`config.mk`:
```
export PLATFORM = sky130hd
export DESIGN_NAME = fvi_unit
export DESIGN_NICKNAME = d
export VERILOG_FILES = /design/src/fvi_pkg.sv /design/src/fvi_unit.sv
export SDC_FILE = /design/constraint.sdc
export NUM_CORES = 1
export LEC_CHECK = 0
export CORE_UTILIZATION = 55
export DETAILED_ROUTE_END_ITERATION = 6
export DONT_BUFFER_PORTS = 1
export PLACE_DENSITY = 0.7
export SKIP_CTS_REPAIR_TIMING = 1
export SLEW_MARGIN = 20
export SYNTH_ARGS = -nofsm -noshare
export SYNTH_HDL_FRONTEND = slang
export SYNTH_SLANG_ARGS = --single-unit
```
`constraint.sdc`:
```
create_clock -name clk_in -period 7.7 [get_ports clk_in]
set_input_delay 1.54 -clock clk_in [delete_from_list [all_inputs] [get_ports clk_in]]
set_output_delay 1.54 -clock clk_in [all_outputs]
set_load 0.02 [all_outputs]
```
`src/fvi_pkg.sv`:
```
package fvi_pkg;
  localparam int FVI_LINES = 32;
  localparam logic [31:0] FVI_ADDR_THRESHOLD = 32'hfee00080;
  localparam logic [31:0] FVI_ADDR_EFF_PRIO = 32'hfee000a0;
  localparam logic [31:0] FVI_ADDR_DONE = 32'hfee000b0;
  localparam logic [31:0] FVI_ADDR_SPURIOUS = 32'hfee000f0;
  localparam logic [31:0] FVI_ADDR_SERVICING = 32'hfee00110;
  localparam logic [31:0] FVI_ADDR_PENDING = 32'hfee00210;
  localparam logic [31:0] FVI_ADDR_TIMER_CTRL = 32'hfee00320;
  localparam logic [31:0] FVI_ADDR_TIMER_INIT = 32'hfee00380;
  localparam logic [31:0] FVI_ADDR_TIMER_CUR = 32'hfee00390;
  localparam logic [31:0] FVI_ADDR_CFG_INDEX = 32'hfec00000;
  localparam logic [31:0] FVI_ADDR_CFG_WINDOW = 32'hfec00010;
  localparam logic [7:0] FVI_VECTOR_BASE = 8'h20;
  localparam logic [5:0] FVI_THRESHOLD_ALL_OFF = 6'h20;
  localparam int FVI_TMR_LINE_LSB = 0;
  localparam int FVI_TMR_LINE_W = 4;
  localparam int FVI_TMR_MASK_BIT = 16;
  localparam int FVI_TMR_PERIODIC_BIT = 17;
  localparam int FVI_WIN_TRIGGER_BIT = 15;
  localparam int FVI_WIN_MASK_BIT = 16;
  localparam logic [31:0] FVI_INDEX_KEEP = 32'h0000006e;
  localparam logic [5:0] FVI_THRESHOLD_RESET = 6'h00;
  localparam logic [7:0] FVI_SPURIOUS_RESET = 8'hff;
endpackage

```
`src/fvi_unit.sv`:
```
`timescale 1ns/1ps
module fvi_unit (
  // Clock and reset
  input wire logic clk_in,
  input wire logic rst_n_in,
  // Register access
  input wire logic reg_wr_in,
  input wire logic reg_rd_in,
  input wire logic [31:0] reg_addr_in,
  input wire logic [31:0] reg_wdata_in,
  output logic [31:0] reg_rdata_out,
  // Interrupt lines from pins
  input wire logic [fvi_pkg::FVI_LINES-1:0] irq_lines_in,
  // Core side
  input wire logic core_ack_in,
  output logic core_irq_out,
  output logic [7:0] core_vector_out,
  output logic [7:0] spurious_vector_out
);
  import fvi_pkg::*;

  typedef struct packed {
    logic [31:0] s1;
    logic [31:0] s2;
    logic [31:0] s3;
    logic [31:0] lvl_prev;
    logic [31:0] pending;
    logic [31:0] servicing;
    logic [31:0] trig_level;
    logic [31:0] masked;
    logic [5:0] threshold;
    logic [7:0] spurious;
    logic [31:0] tmr_ctrl;
    logic [31:0] tmr_init;
    logic [31:0] tmr_cur;
    logic [31:0] index;
    logic [31:0] rdata;
    logic irq;
    logic [7:0] vector;
  } fvi_state_type;

  fvi_state_type st_ff;
  fvi_state_type nxt_st;

  function automatic logic [5:0] fvi_top(input logic [31:0] bits);
    logic [5:0] r;
    r = 6'h3f;
    for (int i = 0; i < FVI_LINES; i++) begin
      if (bits[i]) begin
        r = 6'(i);
      end
    end
    return r;
  endfunction

  // One-hot mask for a line index
  function automatic logic [31:0] fvi_onehot(input logic [4:0] idx);
    logic [31:0] r;
    r = 32'h0;
    r[idx] = 1'b1;
    return r;
  endfunction

  logic [31:0] line_now;
  logic [31:0] line_rise;
  logic [31:0] accept;
  logic [4:0] win_line;
  logic [5:0] top_pend;
  logic [5:0] top_serv;
  logic [5:0] floor;
  logic [5:0] eff_prio;
  logic [31:0] tmr_hit;
  logic tmr_expire;
  logic [31:0] ack_set;
  logic [31:0] done_clr;

  always_comb begin
    nxt_st = st_ff;
    // Three-stage sync; a change counts when stages two and three agree
    nxt_st.s1 = irq_lines_in;
    nxt_st.s2 = st_ff.s1;
    nxt_st.s3 = st_ff.s2;
    line_now = st_ff.lvl_prev;
    for (int i = 0; i < FVI_LINES; i++) begin
      if (st_ff.s2[i] == st_ff.s3[i]) begin
        line_now[i] = st_ff.s3[i];
      end
    end
    nxt_st.lvl_prev = line_now;
    line_rise = line_now & ~st_ff.lvl_prev;
    win_line = {st_ff.index[6:5], st_ff.index[3:1]};

    // Timer
    tmr_expire = 1'b0;
    if (st_ff.tmr_cur != 32'h0) begin
      if (st_ff.tmr_cur == 32'h1) begin
        tmr_expire = 1'b1;
        if (st_ff.tmr_ctrl[FVI_TMR_PERIODIC_BIT]) begin
          nxt_st.tmr_cur = st_ff.tmr_init;
        end else begin
          nxt_st.tmr_cur = 32'h0;
        end
      end else begin
        nxt_st.tmr_cur = st_ff.tmr_cur - 32'h1;
      end
    end
    tmr_hit = 32'h0;
    if (tmr_expire && !st_ff.tmr_ctrl[FVI_TMR_MASK_BIT]) begin
      tmr_hit = fvi_onehot({1'b0, st_ff.tmr_ctrl[FVI_TMR_LINE_LSB +: FVI_TMR_LINE_W]});
    end

    // Acceptance: masked lines dropped, edge on rise, level while high
    accept = ((line_rise & ~st_ff.trig_level) | (line_now & st_ff.trig_level) | tmr_hit)
      & ~st_ff.masked;

    // Priority resolution
    top_pend = fvi_top(st_ff.pending);
    top_serv = fvi_top(st_ff.servicing);
    floor = st_ff.threshold;
    if (top_serv != 6'h3f && (top_serv + 6'h1) > floor) begin
      floor = top_serv + 6'h1;
    end
    eff_prio = st_ff.threshold;
    if (top_serv != 6'h3f && top_serv > st_ff.threshold) begin
      eff_prio = top_serv;
    end
    nxt_st.irq = (top_pend != 6'h3f) && (top_pend >= floor)
      && (st_ff.threshold < FVI_THRESHOLD_ALL_OFF);
    nxt_st.vector = FVI_VECTOR_BASE + {2'b00, top_pend};

    // Acknowledge moves the highest pending to servicing
    ack_set = 32'h0;
    if (core_ack_in && top_pend != 6'h3f) begin
      ack_set = fvi_onehot(top_pend[4:0]);
    end
    done_clr = 32'h0;
    if (reg_wr_in && reg_addr_in == FVI_ADDR_DONE && top_serv != 6'h3f) begin
      done_clr = fvi_onehot(top_serv[4:0]);
    end
    // Clear then set so a new request wins; a line still high stays pending
    nxt_st.pending = (st_ff.pending & ~(ack_set & ~line_now)) | accept;
    nxt_st.servicing = (st_ff.servicing & ~done_clr) | ack_set;

    // Register writes
    if (reg_wr_in) begin
      case (reg_addr_in)
        FVI_ADDR_THRESHOLD: begin
          nxt_st.threshold = (reg_wdata_in[7:0] > 8'h20) ? FVI_THRESHOLD_ALL_OFF
            : reg_wdata_in[5:0];
        end
        FVI_ADDR_SPURIOUS: begin
          nxt_st.spurious = reg_wdata_in[7:0];
        end
        FVI_ADDR_TIMER_CTRL: begin
          nxt_st.tmr_ctrl = reg_wdata_in;
        end
        FVI_ADDR_TIMER_INIT: begin
          nxt_st.tmr_init = reg_wdata_in;
          nxt_st.tmr_cur = reg_wdata_in;
        end
        FVI_ADDR_CFG_INDEX: begin
          nxt_st.index = reg_wdata_in & FVI_INDEX_KEEP;
        end
        FVI_ADDR_CFG_WINDOW: begin
          nxt_st.trig_level[win_line] = reg_wdata_in[FVI_WIN_TRIGGER_BIT];
          nxt_st.masked[win_line] = reg_wdata_in[FVI_WIN_MASK_BIT];
        end
        default: begin
        end
      endcase
    end

    // Register reads, registered one cycle later
    nxt_st.rdata = 32'h0;
    if (reg_rd_in) begin
      case (reg_addr_in)
        FVI_ADDR_THRESHOLD: begin
          nxt_st.rdata = {26'h0, st_ff.threshold};
        end
        FVI_ADDR_EFF_PRIO: begin
          nxt_st.rdata = {26'h0, eff_prio};
        end
        FVI_ADDR_SPURIOUS: begin
          nxt_st.rdata = {24'h0, st_ff.spurious};
        end
        FVI_ADDR_SERVICING: begin
          nxt_st.rdata = st_ff.servicing;
        end
        FVI_ADDR_PENDING: begin
          nxt_st.rdata = st_ff.pending;
        end
        FVI_ADDR_TIMER_CTRL: begin
          nxt_st.rdata = st_ff.tmr_ctrl;
        end
        FVI_ADDR_TIMER_INIT: begin
          nxt_st.rdata = st_ff.tmr_init;
        end
        FVI_ADDR_TIMER_CUR: begin
          nxt_st.rdata = st_ff.tmr_cur;
        end
        FVI_ADDR_CFG_INDEX: begin
          nxt_st.rdata = st_ff.index;
        end
        FVI_ADDR_CFG_WINDOW: begin
          nxt_st.rdata[FVI_WIN_TRIGGER_BIT] = st_ff.trig_level[win_line];
          nxt_st.rdata[FVI_WIN_MASK_BIT] = st_ff.masked[win_line];
        end
        default: begin
          nxt_st.rdata = 32'h0;
        end
      endcase
    end
  end

  always_ff @(posedge clk_in) begin
    if (!rst_n_in) begin
      st_ff.s1 <= 32'h0;
      st_ff.s2 <= 32'h0;
      st_ff.s3 <= 32'h0;
      st_ff.lvl_prev <= 32'h0;
      st_ff.pending <= 32'h0;
      st_ff.servicing <= 32'h0;
      st_ff.trig_level <= 32'h0;
      st_ff.masked <= 32'h0;
      st_ff.threshold <= FVI_THRESHOLD_RESET;
      st_ff.spurious <= FVI_SPURIOUS_RESET;
      st_ff.tmr_ctrl <= 32'h0;
      st_ff.tmr_init <= 32'h0;
      st_ff.tmr_cur <= 32'h0;
      st_ff.index <= 32'h0;
      st_ff.rdata <= 32'h0;
      st_ff.irq <= 1'b0;
      st_ff.vector <= 8'h00;
    end else begin
      st_ff <= nxt_st;
    end
  end

  assign reg_rdata_out = st_ff.rdata;
  assign core_irq_out = st_ff.irq;
  assign core_vector_out = st_ff.vector;
  assign spurious_vector_out = st_ff.spurious;
endmodule

```
==> results.md <==
* # rows at 67
* Flop-to-flop setup slack at 2.38 ns
* Syn avg cell area at 8.512 um^2
* Final Wtd Congestion at 0.9677
* Clock Skew at 0.01735 ns
* Die Height at 187.4 um
* CTS sink count at 411
* Worst-path clk slew at 0.06 ns
* Synth warnings at 0
* Maximum clock path buffer count at 3
* Post-Layout Cell Count at 2,580
* Post-route design area at 0.02024 mm^2
* Post-synthesis sequential area ratio at 43.54%
* Most frequent cells in the layout: dfxtp_1, nand2_1, a21oi_1
* Post-Place Cells at 2,505
* Hold crit path type: reg -> reg
* Startpoint types: register
* Period utilization at 69.07%
* CP max stage cell: a32oi_1
* Worst rel slew slack at 24.85%
* Layout cell share with drive strength beyond 1 at 8.161%
* Largest area contributor in the netlist: dfxtp_1
* Diode count at 0
* Ranking of synthesized cells by area: dfxtp_1, a21oi_1, nand2_1, and2_1, o21ai_0
* Core ar. at 0.03370 mm^2
* Seq cells post-synth at 411
* Area after DPL at 0.01877 mm^2
* RSZ-0062 raised after global routing: false
* Post-Syn Nets at 2,343
* Post-DP HPWL at 40,380 um
* Status: finished clean
* Full die area at 0.03510 mm^2
* Final min period at 5.318 ns
* DRC at 0
* Post-Synthesis Cells at 2,220
* Yosys top cell area share at 43.54%
* Commonest non-fill, non-tap cell in the layout: dfxtp_1
* Max VDD drop at 0.0002511 V
* Req. time, crit path at 8.16 ns
* First-pass GRT wire length at 89,440 um
* Number of fill cells at 3,004
* Cell leakage power at 6.942 nW
* Netlist Area Pre-Place at 0.01890 mm^2
* TNS Setup at 0 ns
* Worst path cell trace: nor4_1 -> o311ai_0 -> a32oi_1 -> nand2_1 -> xnor2_1 -> ha_1 -> o21a_1 -> o21ai_0 -> a21oi_1 -> o21ai_1 -> nand2_1 -> o21ai_0 -> ha_1 -> nand2b_1 -> a21o_1 -> a21oi_1 -> nor2b_1 -> o21ai_0 -> nand2b_1 -> a21oi_1 -> nor4_1
* Layout Nets at 2,225
* Top Family by Delay on Critical Path: compound AO/OA/AOI/OAI gates
* Clock Latency Late Sink at 0.59 ns
* DRT antenna net count at 0
* Die width at 187.4 um
* CP max FO at 9
* DR vias/cell at 6.275
* Initial core utilization at 56.07%
* Critical Path AT at 5.77 ns
* Overflow after GRT at 0
* Htree depth at 2
* First drt pass iteration count at 6
* WL/cell at 22.34 um
* Number of buffers created by CTS at 43
* Pin count of the biggest net entering global routing at 161
* WHS at 0.4251 ns
* Vias in the first global route at 15,590
* Worst path bufs/invs at 0
* TritonCTS clock tree: yes
* Starting DRT DRC Count at 1,856
* Slew @ Worst Pin at 1.118 ns
* GRT Resource Usage Total at 32.63%
* Count of input and output buffers at 0
* Max_cap viols at 0
* # IOs at 150
* Synth-to-Final Area Change at 7.091%
* Root buf cell: clkbuf_16
* Crit. End Element: register
* EDFF count, synth at 0
* Synth cell types at 74
* Final hold vios at 0
* Count of final setup violators at 0
* Routed wire length at 57,650 um
* Total number of vias at 16,190
* Max Clk Rate at 188.0 MHz
* Final Slew Violations at 0
* WS Path Type: reg -> reg
* Initial antenna violation count at 0
* Slowest stage delay, CP at 0.75 ns
* Ys flop type: dfxtp_1
* FFs w/ async S/R, synth at 0%
* Cell Pwr Density at 283.6 mW/mm^2
==> where the power goes <==
part           leakage, nW  internal [W]  switching, W
clock network        0.720       0.00129      0.000881
logic                 2.89      0.000465      0.000735
registers             3.33       0.00224      0.000130
==> logic make-up after synthesis <==
kind of cell | count (synthesis) | synth area share [%]
simple gates | 830 | 22.64
compound gates | 576 | 18.03
flops | 411 | 43.54
buf+inv | 240 | 5.800
mux | 82 | 5.615
fa+ha+maj | 54 | 3.152
xor+xnor | 26 | 1.205
other cells | 1 | 0.01984
==> final timing paths <==
| kind | from | to | cells past startpoint |
|---|---|---|---|
| setup / recovery | st_ff[263]$_SDFF_PN0_ | core_irq_out$_SDFF_PN0_ | 21 |
| hold / removal | nxt_st[401]$_SDFF_PN0_ | nxt_st[369]$_SDFF_PN0_ | 1 |
| setup reg to reg | st_ff[263]$_SDFF_PN0_ | core_irq_out$_SDFF_PN0_ | 21 |
| hold reg to reg | nxt_st[401]$_SDFF_PN0_ | nxt_st[369]$_SDFF_PN0_ | 1 |
==> cells in the mapped netlist, drive strengths merged, types with 6 or more instances <==
cell,number
or3,13
clkbuf,113
nor2,128
nor2b,14
a21o,10
o211ai,6
ha,22
nand3,55
o21a,9
o31ai,20
mux4,16
or4,15
or2,16
buf,66
maj3,32
nor4,41
nor3b,7
a31oi,12
o311ai,13
nand4,18
nand3b,6
nand2,270
o21ai,137
a22oi,58
and2,143
xnor2,16
a222oi,13
dfxtp,411
xor2,10
mux2,32
and3,23
mux2i,34
inv,61
a21oi,254
nor3,40
nand2b,21
a211oi,6
==> state kept, by name, indices dropped and copies added, names as in the netlist <==
| name | cells |
|---|---|
| reg_rdata_out | 32 |
| st_ff | 299 |
| spurious_vector_out | 8 |
| core_irq_out | 1 |
| nxt_st | 64 |
| core_vector_out | 7 |
==> metrics by stage <==
step	total power [W]	util, %	worst slack [ns]
3_5_place_dp	0.003578	55.70	2.433
5_1_grt	0.005971	60.05	1.932
3_3_place_gp	0.003557	55.69	2.541
4_1_cts	0.005748	60.04	2.424
2_1_floorplan	0.003301	-	3.451
6_report	0.005740	60.05	2.382
==> layout make-up <==
cell class              count  area (um^2)  share of cell area, %
flip-flops and latches    411         8228                  40.66
clock inverters            14        231.5                  1.144
inverters                  61        234.0                  1.156
repair buffers             16        120.1                 0.5935
well taps                 448        560.5                  2.770
multi-input cells        1569         9629                  47.58
clock buffers              61         1234                  6.096
==> layer usage <==
metal / global-route usage [%] / vias up / share of wire, %
met1: 42.76 / 7717 / 42
li1: - / 7605 / -
met3: 6.360 / 157 / 8.5
met4: 15.04 / 0 / 4.2
met5: 0 / - / 0
met2: 51.84 / 711 / 46
Power figures use the tool's default switching activity.
